`config.mk`:
```
export PLATFORM = sky130hd
export DESIGN_NAME = iowd_top
export DESIGN_NICKNAME = d
export VERILOG_FILES = /design/src/iowd_pkg.sv /design/src/iowd_top.sv
export SDC_FILE = /design/constraint.sdc
export NUM_CORES = 1
export LEC_CHECK = 0
export BUFFER_PORTS_ARGS = -buffer_cell sky130_fd_sc_hd__buf_2
export CORE_MARGIN = 2
export CORE_UTILIZATION = 46
export CTS_CLUSTER_SIZE = 10
export DETAILED_ROUTE_END_ITERATION = 8
export PLACE_DENSITY = 0.67
export SYNTH_ARGS = -nofsm -noshare
export SYNTH_HDL_FRONTEND = slang
export SYNTH_SLANG_ARGS = --single-unit
```
`constraint.sdc`:
```
create_clock -name i_clk -period 2.15 [get_ports i_clk]
set_input_delay 0 -clock i_clk [delete_from_list [all_inputs] [get_ports i_clk]]
set_output_delay 0 -clock i_clk [all_outputs]
set_load 0.005 [all_outputs]
```
`src/iowd_pkg.sv`:
```
// Package for the I/O port watchdog timer: port addresses, fields, timing
package iowd_pkg;

  // ---------------------------------------------------------------
  // Port addresses
  // ---------------------------------------------------------------
  localparam logic [15:0] ADDR_UNIT_SELECT  = 16'h0865;
  localparam logic [15:0] ADDR_RELOAD_VALUE = 16'h0866;
  localparam logic [15:0] ADDR_CFG_FINISH   = 16'h0867;
  localparam logic [15:0] ADDR_START_CLEAR  = 16'h0868;

  // ---------------------------------------------------------------
  // Fields and reset values
  // ---------------------------------------------------------------
  localparam int          UNIT_SECONDS_BIT  = 7;
  localparam int          STATUS_BIT        = 0;
  localparam int          ARMED_BIT         = 1;
  localparam logic [7:0]  UNIT_RESET        = 8'h00;
  localparam logic [7:0]  RELOAD_RESET      = 8'h00;
  localparam logic [7:0]  COUNT_MIN         = 8'h01;

  // ---------------------------------------------------------------
  // Timing
  // ---------------------------------------------------------------
  localparam int          CLK_HZ            = 50_000_000;
  localparam int          SECOND_S          = 1;
  localparam int          MINUTE_S          = 60;
  localparam int          SECOND_CYCLES     = CLK_HZ * SECOND_S;

  // I/O write or read request from the host
  typedef struct packed {
    logic        wr;
    logic        rd;
    logic [15:0] addr;
    logic [7:0]  wdata;
  } iowd_req_t;

  typedef enum logic [1:0] {
    IOWD_IDLE,
    IOWD_LOADED,
    IOWD_READY,
    IOWD_RUN
  } iowd_state_t;

endpackage

```
`src/iowd_top.sv`:
```
// I/O port watchdog timer: byte-wide port registers, prescaler, countdown
`timescale 1ns/100ps
module iowd_top #(
  parameter int SECOND_CYCLES = iowd_pkg::SECOND_CYCLES,
  parameter int MINUTE_SECONDS = iowd_pkg::MINUTE_S
) (
  // Clock and reset
  input  wire logic              i_clk,
  input  wire logic              i_rst,
  // Host I/O port access
  input  wire iowd_pkg::iowd_req_t i_req,
  output logic [7:0]             o_rdata,
  output logic                   o_rvalid,
  // Watchdog state
  output logic                   o_timeout,
  output logic                   o_running
);

  // ---------------------------------------------------------------
  // Port decode
  // ---------------------------------------------------------------
  logic hit_unit;
  logic hit_reload;
  logic hit_finish;
  logic hit_start;
  logic wdata_zero;
  logic wr_unit;
  logic wr_reload;
  logic wr_finish;
  logic wr_start;
  assign hit_unit   = (i_req.addr == iowd_pkg::ADDR_UNIT_SELECT);
  assign hit_reload = (i_req.addr == iowd_pkg::ADDR_RELOAD_VALUE);
  assign hit_finish = (i_req.addr == iowd_pkg::ADDR_CFG_FINISH);
  assign hit_start  = (i_req.addr == iowd_pkg::ADDR_START_CLEAR);
  assign wdata_zero = (i_req.wdata == 8'h00);

  // The two sequencing ports only react to a zero byte
  assign wr_unit    = i_req.wr && hit_unit;
  assign wr_reload  = i_req.wr && hit_reload;
  assign wr_finish  = i_req.wr && hit_finish && wdata_zero;
  assign wr_start   = i_req.wr && hit_start && wdata_zero;

  // ---------------------------------------------------------------
  // Registers
  // ---------------------------------------------------------------
  logic [7:0]            unit_q;
  logic [7:0]            reload_q;
  logic [7:0]            count_q;
  logic                  status_q;
  logic                  tick_sec;
  logic                  tick_unit;
  logic                  unit_secs;
  logic                  running;
  logic                  expire;
  logic [7:0]            flags;
  logic [7:0]            rdata_d;
  iowd_pkg::iowd_state_t state_q;

  // ---------------------------------------------------------------
  // Derived conditions
  // ---------------------------------------------------------------
  // Only the unit bit matters; the rest of the byte reads back as written
  assign unit_secs = unit_q[iowd_pkg::UNIT_SECONDS_BIT];
  assign running   = (state_q == iowd_pkg::IOWD_RUN);
  // Last unit of an enabled countdown
  assign expire    = running && tick_unit && (count_q == iowd_pkg::COUNT_MIN);

  always_ff @(posedge i_clk) begin
    if (i_rst) begin
      unit_q <= iowd_pkg::UNIT_RESET;
    end else if (wr_unit) begin
      unit_q <= i_req.wdata;
    end
  end

  always_ff @(posedge i_clk) begin
    if (i_rst) begin
      reload_q <= iowd_pkg::RELOAD_RESET;
    end else if (wr_reload) begin
      reload_q <= i_req.wdata;
    end
  end

  // ---------------------------------------------------------------
  // Configuration sequence
  // ---------------------------------------------------------------
  always_ff @(posedge i_clk) begin
    if (i_rst) begin
      state_q <= iowd_pkg::IOWD_IDLE;
    end else if (wr_reload) begin
      if (i_req.wdata == 8'h00) begin
        state_q <= iowd_pkg::IOWD_IDLE;
      end else begin
        state_q <= iowd_pkg::IOWD_LOADED;
      end
    end else begin
      unique case (state_q)
        iowd_pkg::IOWD_IDLE: begin
          state_q <= iowd_pkg::IOWD_IDLE;
        end
        iowd_pkg::IOWD_LOADED: begin
          if (wr_finish) begin
            state_q <= iowd_pkg::IOWD_READY;
          end
        end
        iowd_pkg::IOWD_READY: begin
          if (wr_start) begin
            state_q <= iowd_pkg::IOWD_RUN;
          end
        end
        iowd_pkg::IOWD_RUN: begin
          if (expire) begin
            state_q <= iowd_pkg::IOWD_IDLE;
          end
        end
      endcase
    end
  end

  // ---------------------------------------------------------------
  // Prescaler
  // ---------------------------------------------------------------
  logic [31:0] pre_q;
  logic [7:0]  sec_q;
  assign tick_sec  = (pre_q == 32'(SECOND_CYCLES - 1));
  // A minute ends on the last second of the count of seconds
  assign tick_unit = tick_sec && (unit_secs || sec_q == 8'(MINUTE_SECONDS - 1));

  // Held at zero outside a run, so each run starts on a whole unit
  always_ff @(posedge i_clk) begin
    if (i_rst || state_q != iowd_pkg::IOWD_RUN) begin
      pre_q <= 32'h0000_0000;
    end else if (tick_sec) begin
      pre_q <= 32'h0000_0000;
    end else begin
      pre_q <= pre_q + 32'h0000_0001;
    end
  end

  always_ff @(posedge i_clk) begin
    if (i_rst || state_q != iowd_pkg::IOWD_RUN) begin
      sec_q <= 8'h00;
    end else if (tick_sec) begin
      sec_q <= (sec_q == 8'(MINUTE_SECONDS - 1)) ? 8'h00 : sec_q + 8'h01;
    end
  end

  // ---------------------------------------------------------------
  // Countdown
  // ---------------------------------------------------------------
  always_ff @(posedge i_clk) begin
    if (i_rst) begin
      count_q <= iowd_pkg::RELOAD_RESET;
    end else if (wr_reload) begin
      count_q <= i_req.wdata;
    end else if (wr_start && state_q == iowd_pkg::IOWD_READY) begin
      count_q <= reload_q;
    end else if (running && tick_unit) begin
      count_q <= count_q - 8'h01;
    end
  end

  // Expiry wins over a clear in the same cycle
  always_ff @(posedge i_clk) begin
    if (i_rst) begin
      status_q <= 1'b0;
    end else if (expire) begin
      status_q <= 1'b1;
    end else if (wr_start && state_q == iowd_pkg::IOWD_IDLE) begin
      status_q <= 1'b0;
    end
  end

  // ---------------------------------------------------------------
  // Read back
  // ---------------------------------------------------------------
  // Status port shows the sticky expiry flag and whether a run is active
  always_comb begin
    flags                       = 8'h00;
    flags[iowd_pkg::STATUS_BIT] = status_q;
    flags[iowd_pkg::ARMED_BIT]  = running;
  end

  always_comb begin
    unique case (i_req.addr)
      iowd_pkg::ADDR_UNIT_SELECT:  rdata_d = unit_q;
      iowd_pkg::ADDR_RELOAD_VALUE: rdata_d = count_q;
      iowd_pkg::ADDR_START_CLEAR:  rdata_d = flags;
      default:                     rdata_d = 8'h00;
    endcase
  end

  always_ff @(posedge i_clk) begin
    if (i_rst) begin
      o_rdata <= 8'h00;
    end else begin
      o_rdata <= rdata_d;
    end
  end

  always_ff @(posedge i_clk) begin
    if (i_rst) begin
      o_rvalid <= 1'b0;
    end else begin
      o_rvalid <= i_req.rd;
    end
  end

  // ---------------------------------------------------------------
  // Outputs
  // ---------------------------------------------------------------
  assign o_timeout = status_q;
  assign o_running = running;

endmodule

```
Word-level counts from Yosys, hierarchy flattened
Index checks and enable logic that the tools add are counted.
{"block": "totals", "ff_bits": 76, "input_bits": 28, "out_inout_bits": 11, "wordCells": 58}
{"block": "op_classes", "addsub": 3, "n_eq_ne": 14, "mux": 13, "reduce_logical": 19}
{"operator": "$eq 16x12->1 const B", "count": 4}
{"operator": "$add 32x1->32 const B", "count": 1}
{"operator": "$eq 32x26->1 const B", "count": 1}
{"operator": "$mux 8", "count": 4}
{"operator": "$pmux 8 s3", "count": 1}
{"operator": "$logic_and 1x1->1", "count": 11}
{"operator": "$add 8x1->8 const B", "count": 1}
{"operator": "$eq 8x1->1 const B", "count": 1}
{"operator": "$eq 8x6->1 const B", "count": 1}
{"operator": "$logic_not 8->1", "count": 1}
{"operator": "$mux 2", "count": 4}
{"operator": "$pmux 2 s4", "count": 1}
{"operator": "$sub 8x1->8 const B", "count": 1}
{"operator": "$ne 3x3->1 const B", "count": 2}
{"operator": "$eq 2x2->1 const B", "count": 2}
{"operator": "$mux 1", "count": 3}
{"operator": "$ne 3x2->1 const B", "count": 1}
{"operator": "$reduce_and 3->1", "count": 1}
{"operator": "$reduce_bool 3->1", "count": 1}
{"operator": "$eq 2x1->1 const B", "count": 1}
{"operator": "$logic_not 2->1", "count": 1}
{"operator": "$logic_or 1x1->1", "count": 2}
{"operator": "$ne 2x2->1 const B", "count": 1}
{"operator": "$reduce_bool 2->1", "count": 1}
{"operator": "$reduce_or 2->1", "count": 1}

Logic depth before layout (Yosys ltp)
Gate-level depths: netlist of the first run.
{"block": "logic_depth", "word_depth": 8, "mapped_depth": 8, "depth_no_buf": 7}

Worst setup path after synthesis of the first run
Ideal clock, no wire load.
{"block": "synth_timing", "path_kind": "reg2reg", "from": "register pre_q[30]", "to": "register count_q[3]", "setup_ps": 88, "t_arrival_ps": 2135, "required_ps": 2062, "path_slack_ps": -73, "stages_incl_launch_ff": 8, "n_path_buf": 1, "synth_period_minus_slack_ps": 2223, "cell_sequence": "dfxtp_1 > or4_4 > or4_4 > nor4_4 > or3b_4 > buf_8 > nor2_2 > a311oi_2"}
{"block": "synth_between", "elab_chain_cells": 4}
{"item": "start, declared", "line_no": "iowd_top.sv:123", "rtl": "logic [31:0] pre_q;"}
{"item": "start signal, assigned", "line_no": "iowd_top.sv:136", "rtl": "pre_q <= pre_q + 32'h0000_0001;"}
{"item": "$eq 32x26->1", "line_no": "iowd_top.sv:125", "rtl": "assign tick_sec = (pre_q == 32'(SECOND_CYCLES - 1));"}
{"item": "$logic_and 1x1->1", "line_no": "iowd_top.sv:127", "rtl": "assign tick_unit = tick_sec && (unit_secs || sec_q == 8'(MINUTE_SECONDS - 1));"}
{"item": "$logic_and 1x1->1", "line_no": "iowd_top.sv:158", "rtl": "end else if (running && tick_unit) begin"}
{"item": "$reduce_bool 3->1 (no source line)"}
{"item": "end signal, assigned", "line_no": "iowd_top.sv:155", "rtl": "count_q <= i_req.wdata;"}
{"item": "end signal, assigned", "line_no": "iowd_top.sv:157", "rtl": "count_q <= reload_q;"}
{"item": "end signal, assigned", "line_no": "iowd_top.sv:159", "rtl": "count_q <= count_q - 8'h01;"}
{"item": "end, declared", "line_no": "iowd_top.sv:48", "rtl": "logic [7:0] count_q;"}
No other way between the ends.
A chain may end at the register's enable or synchronous reset.

Worst setup path after layout of the first run
{"block": "layout_timing", "from": "register pre_q[28]", "to": "register sec_q[4]"}
{"block": "layout_between", "elab_chain_cells": 1}
{"item": "$eq 32x26->1", "line_no": "iowd_top.sv:125"}
{"item": "end signal, assigned", "line_no": "iowd_top.sv:144", "rtl": "sec_q <= (sec_q == 8'(MINUTE_SECONDS - 1)) ? 8'h00 : sec_q + 8'h01;"}
{"item": "end, declared", "line_no": "iowd_top.sv:124", "rtl": "logic [7:0] sec_q;"}
No other way between the ends.

==> flow_summary.toml, run 1 <==
[timing]
final_hold_viol_count = 0
fin_crit_sh_pct = 105
worst_slack_ps = -108
tightest_slew_ps = 541
fin_skew_ps = 12.2
final.min_clock_period_ps = 2260
slew_headroom_pct = 63.7
slew_viol_final = 0
setup_viol = 36
tns_ps = -1190
rsz0062_at_grt = "yes"
max_clock_freq_ghz = 0.443

[worst_setup_path]
critPathKind = "reg2reg"
critPathMaxFanout = 7
slowest_stage = "or4_4"
worst_path_largest_cell_delay_ps = 540
worstPathRequired_ps = 2380
cp-start-kind = "flop"
end_kind = "flop"
crit_arrival_ps = 2490
path_cells = "or4_4, or3b_4, nor4_4, buf_4, nand4_1, xor2_1, nor2_1"

[outcome]
violations = "negative setup slack"
status = "finished with violations"

[yosys]
netlist_top_cells_count = "dfxtp_1 (76), nand2_1 (54), nor2_1 (51), nand3_1 (30), a21oi_1 (28)"
yosys_warnings = 0
synth.most_common_cell = "dfxtp_1"
syn_area_per_cell_um2 = 8.53
synth_top_area_share_pct = 41.7
syn_inst = 428
synth_area_mm2 = 0.00365
yosys-top-cells-area = "dfxtp_1 (42%), nand2_1 (5.6%), xor2_1 (5.3%), nor2_1 (5.2%), nand3_1 (4.1%)"
syn_nets = 465
ys.flop_type = "dfxtp_1"
ys_seq_elements = 76
async_flop_share_pct = 0
yosysTopAreaCell = "dfxtp_1"
seq_area_frac_synth_pct = 41.7
synth_edf_count = 0
ys_types = 51

[global_routing]
grt_overflow = 0
antenna_found_initial = 0
grt_first_pass_wirelength_um = 14500
grt_max_degree = 32
grt.total_usage_pct = 20.9
grt_pass1_vias = 3088

[placement]
place_hpwl_um = 5850
place_congestion = 0.926
port_buffers = 38

[die]
die_w_um = 93.1
dieArea_mm2 = 0.00867
core_area_mm2 = 0.00773
rows = 32
dieHeight_um = 93.1
boundaryPins = 39
floorplan.initialDensity_pct = 47.2

[power]
leakage_nw = 1.73
power.density_mw_per_mm2 = 588
max-vdd-ir-drop_v = 0.000461

[cts]
path_clk_slew_ps = 90
htreeDepth = 3
cts_made_buffers = 9
clkSinkCount = 76
clockBufferDepth = 2
clk_latency_ps = 350
cts_tree = "built"
root_buffer = "clkbuf_8"

[layout]
fillers = 664
diodes = 0
drive_gt1_share_pct = 24.0
post-route-util_pct = 60.4
fin_nets = 553
multi_input_area_mm2 = 0.00205
area_growth_syn_to_layout_pct = 27.9
ff_latch_area_mm2 = 0.00152

[route]
vias = 3328
drtAntennaViolNets = 0
drt-total-wl_um = 8610
first_iter_violations = 190
viasPerCell = 5.34
drt-pass1-iter-count = 4
wire_per_inst_um = 13.8
drc_errors = 0

[run]
drv_cap = 0

[hold_path]
hold_class = "in2reg"
## metal layers
layer	part of all wire [%]	vias to the layer above	track usage (%)	wire [µm]
met4	1.4	0	7.48	117
met3	6.1	8	4.35	527
met1	49	1524	29.6	4190
met5	0	-	0	0
met2	44	96	31.5	3780
li1	-	1700	-	-
## kinds of logic after synthesis
family	count (synthesis)	synth area share, %
adder cells (fa/ha/maj)	9	3.08
XOR/XNOR	36	8.64
multiplexers	2	0.548
buffers and inverters	28	3.80
AND/OR/NAND/NOR	212	31.0
flip-flops	76	41.7
AO/OA/AOI/OAI	65	11.2
## power by group
part | total [mW] | internal, mW | leakage (nW) | switching (mW)
Sequential | 1.41 | 1.41 | 0.613 | 0.000180
Clock | 1.26 | 0.698 | 0.114 | 0.561
Combinational | 0.0799 | 0.0379 | 1.01 | 0.0420
## cells in the final DEF (no fill, tap or decap), types with 9 or more instances in the layout
| cell | n |
|---|---|
| dfxtp_1 | 75 |
| xor2_1 | 22 |
| clkbuf_8 | 10 |
| nand2_1 | 54 |
| inv_1 | 15 |
| and3_1 | 11 |
| buf_4 | 34 |
| xnor2_1 | 14 |
| dlygate4sd3_1 | 9 |
| nand4_1 | 13 |
| nor2_1 | 49 |
| buf_2 | 38 |
| nand3_1 | 30 |
| a21oi_1 | 28 |
## timing repair
item / in CTS / in global routing
hold endpoints to repair: 23 / 0
gates cloned: 0 / 3
buffers inserted: 8 / 1
pin swaps: 8 / 11
resized for setup: 14 / 6
hold buffers: 9 / 0
endpoints found under the setup margin: 16 / 41
## stage by stage
step                      instances  cell area (µm²)  setup WS, ps  power (mW)  hold slack, ps
after floorplan                 428             3660         -72.3        1.46            71.6
after global placement          586             4150          -110        1.50             208
after detailed placement        586             4150          -195        1.50             218
after CTS                       619             4570         -91.7        2.77            30.9
after global routing            623             4670          -193        2.84            49.0
final                           623             4670          -108        2.75            58.1
## cell type report
cell class / instances / area share [%]
Clock buffer: 10 / 2.95
Timing Repair Buffer: 90 / 14.6
Inverter: 15 / 1.21
Multi-Input combinational cell: 324 / 43.9
Clock inverter: 6 / 2.01
Sequential cell: 76 / 32.6
Tap cell: 102 / 2.73
## final timing paths
| check | depth (start not counted) | endpoint | slack [ps] | startpoint |
|---|---|---|---|---|
| hold / removal | 3 | unit_q[5] | 60 | i_req[25] |
| setup reg to reg | 7 | sec_q[4] | -110 | pre_q[28] |
| hold reg to reg | 2 | unit_q[2] | 460 | unit_q[2] |
| setup / recovery | 7 | sec_q[4] | -110 | pre_q[28] |
## state kept, by name, indices dropped and copies added, names as in the netlist
name / cells
reload_q: 8
o_rdata: 8
o_rvalid: 1
pre_q: 32
sec_q: 8
o_timeout: 1
count_q: 8
unit_q: 8
state_q: 2
## critical path, delay by kind of cell, from the launching register on
kind	cells	cell delay, ps
AND/OR/NAND/NOR	5	1440
XOR/XNOR	1	170
flip-flops	1	320
buffers and inverters	1	210
No activity file was read; power rests on OpenSTA's default activity.
==> run 2, diff against run 1 <==
--- a/config.mk
+++ b/config.mk
@@ -14,3 +14,4 @@
 export SYNTH_ARGS = -nofsm -noshare
 export SYNTH_HDL_FRONTEND = slang
 export SYNTH_SLANG_ARGS = --single-unit
+export TNS_END_PERCENT = 1
==> run 2 against run 1 <==
- clock power fell by 13%
- total power fell by 5.9%
- count of clock-buffer cells in the layout fell by 1
- flip-flop and latch count did not move
- fmax fell by 5.0%
- sequential power barely moved
- the flow still finishes with violations (negative setup slack)
==> flow_summary.toml, run 2 (synthesis gave the netlist of run 1 again) <==
[route]
viasPerCell = 5.38
drc_errors = 0
drt-pass1-iter-count = 4
dr.max_layer_used = "met4"
routed-wl-met2_um = 3790
drt-total-wl_um = 8470
vias = 3319
wl_met3_um = 404
wire_per_inst_um = 13.7
drtAntennaViolNets = 0
wl_met1_um = 4090
first_iter_violations = 186

[cts]
htreeDepth = 3
root_buffer = "clkbuf_8"
clk_latency_ps = 360
cts_made_buffers = 9
clkSinkCount = 76
clockBufferDepth = 2
path_clk_slew_ps = 90
cts_tree = "built"

[timing]
tightest_slew_ps = 592
max_clock_freq_ghz = 0.421
slew_headroom_pct = 60.0
final.min_clock_period_ps = 2380
tns_ps = -1820
fin_skew_ps = 14.6
final_hold_viol_count = 0
setup_viol = 17
rsz0062_at_grt = "yes"
worst_slack_ps = -227
slew_viol_final = 0
fin_crit_sh_pct = 111

[worst_setup_path]
r2r_cells = 7
worstPathRequired_ps = 2380
critPathMaxFanout = 6
reg2reg_slack_ps = -230
cp-start-kind = "flop"
r2r-end = "count_q[3]"
end_kind = "flop"
crit_path_start = "pre_q[26]"
timing.rr.start = "pre_q[26]"
crit_arrival_ps = 2610
critPathKind = "reg2reg"

[power]
power.net_switching_mw = 0.598
p_total_mw = 2.58
seqPwrFrac_pct = 54.4
comb_power_share_pct = 3.1
power.density_mw_per_mm2 = 570
leakage_nw = 1.69
intPower_mw = 1.99
max-vdd-ir-drop_v = 0.000302
power.share.clock_pct = 42.4
swShare_pct = 23.2

[global_routing]
grt.total_usage_pct = 20.5
grt_pass1_vias = 3034
grt_max_degree = 32
grt_overflow = 0
antenna_found_initial = 0
grt_first_pass_wirelength_um = 14200

[hold_path]
hold_path.startpoint = "i_req[25]"
holdPathEnd = "unit_q[1]"
hold_class = "in2reg"
worstHoldPathCells = 3

[layout]
fin_cells = 617
fin_nets = 547
final_cell_area_mm2 = 0.00453
diodes = 0
mostFrequentLayoutCell = "dfxtp_1"
area_growth_syn_to_layout_pct = 24.1
drive_gt1_share_pct = 22.3
largest_reg_flops = 32
mostFrequentLayoutCells = "dfxtp_1 (74), nand2_1 (54), nor2_1 (51), buf_2 (38), buf_4 (32)"
max_flop_register = "pre_q"

[run]
drv_cap = 0

[placement]
place_hpwl_um = 5980
postPlaceCellArea_mm2 = 0.00416
port_buffers = 38
place_ws_ps = -191
place_congestion = 0.906
placed_cells_incl_taps = 588

[die]
dieArea_mm2 = 0.00867
floorplan.initialDensity_pct = 47.2
core_area_mm2 = 0.00773
rows = 32
die_w_um = 93.1
dieHeight_um = 93.1
boundaryPins = 39

[outcome]
status = "finished with violations"
violations = "negative setup slack"
run 2: changes by cell type in the layout (fill, tap and decap cells not counted), moves of 2 or more:
cell and change:
clkbuf_16 -2, nor2_2 -2, buf_4 -2, nor2_1 +2, inv_6 -3, clkinv_4 +4
buf_6 -2
run 2: layout make-up:
| type | instances | area, µm² |
|---|---|---|
| fill | 686 | 3200 |
| multi-input combinational | 324 | 2030 |
| sequential | 76 | 1520 |
| timing repair buffer | 84 | 594 |
| tap | 102 | 128 |
| clock buffer | 9 | 124 |
| clock inverter | 7 | 77.6 |
| inverter | 15 | 56.3 |
run 2: stage by stage:
stage / hold WS (ps) / utilization [%]
final: 49.0 / 58.6
after global routing: 58.1 / 58.6
after CTS: 26.1 / 57.7
after detailed placement: 219 / 53.8
after global placement: 208 / 53.8
after floorplan: 71.6 / -
run 2: worst max-delay path by stage:
stage                             to  cells past startpoint
final                     count_q[3]                      7
after global routing      count_q[1]                      7
after CTS                 count_q[6]                      6
after detailed placement  state_q[0]                      7
after global placement    count_q[6]                      6
after floorplan           count_q[3]                      7
run 2: timing repair:
| item | 4_1_cts | 5_1_grt |
|---|---|---|
| hold buffers | 9 | 0 |
| hold endpoints to repair | 23 | 0 |
| endpoints found under the setup margin | 17 | 50 |
| setup buffers | 0 | 4 |
| resized for setup | 3 | 13 |
| gates cloned | 0 | 0 |
| pin swaps | 1 | 9 |
run 2: routing by layer:
metal  up-vias  global-route usage (%)
met2        80                    31.6
met4         0                    9.19
met3        13                    3.22
li1       1685                       -
met5         -                       0
met1      1541                    28.3
run 2: worst max-delay path, cell delays in order (launching register included):
cell      delay (ps)
dfxtp_2          320
or4_4            530
or4_4            530
nor4_4           340
or3b_4           260
buf_6            110
buf_4             90
a311oi_2          80
run 2: power by group through the flow:
stage,clock network (mW),logic (mW),registers (mW)
2_1_floorplan,0,0.0218,1.44
3_3_place_gp,0,0.0636,1.44
3_5_place_dp,0,0.0652,1.44
4_1_cts,1.12,0.0780,1.41
5_1_grt,1.18,0.0857,1.41
6_report,1.10,0.0802,1.41
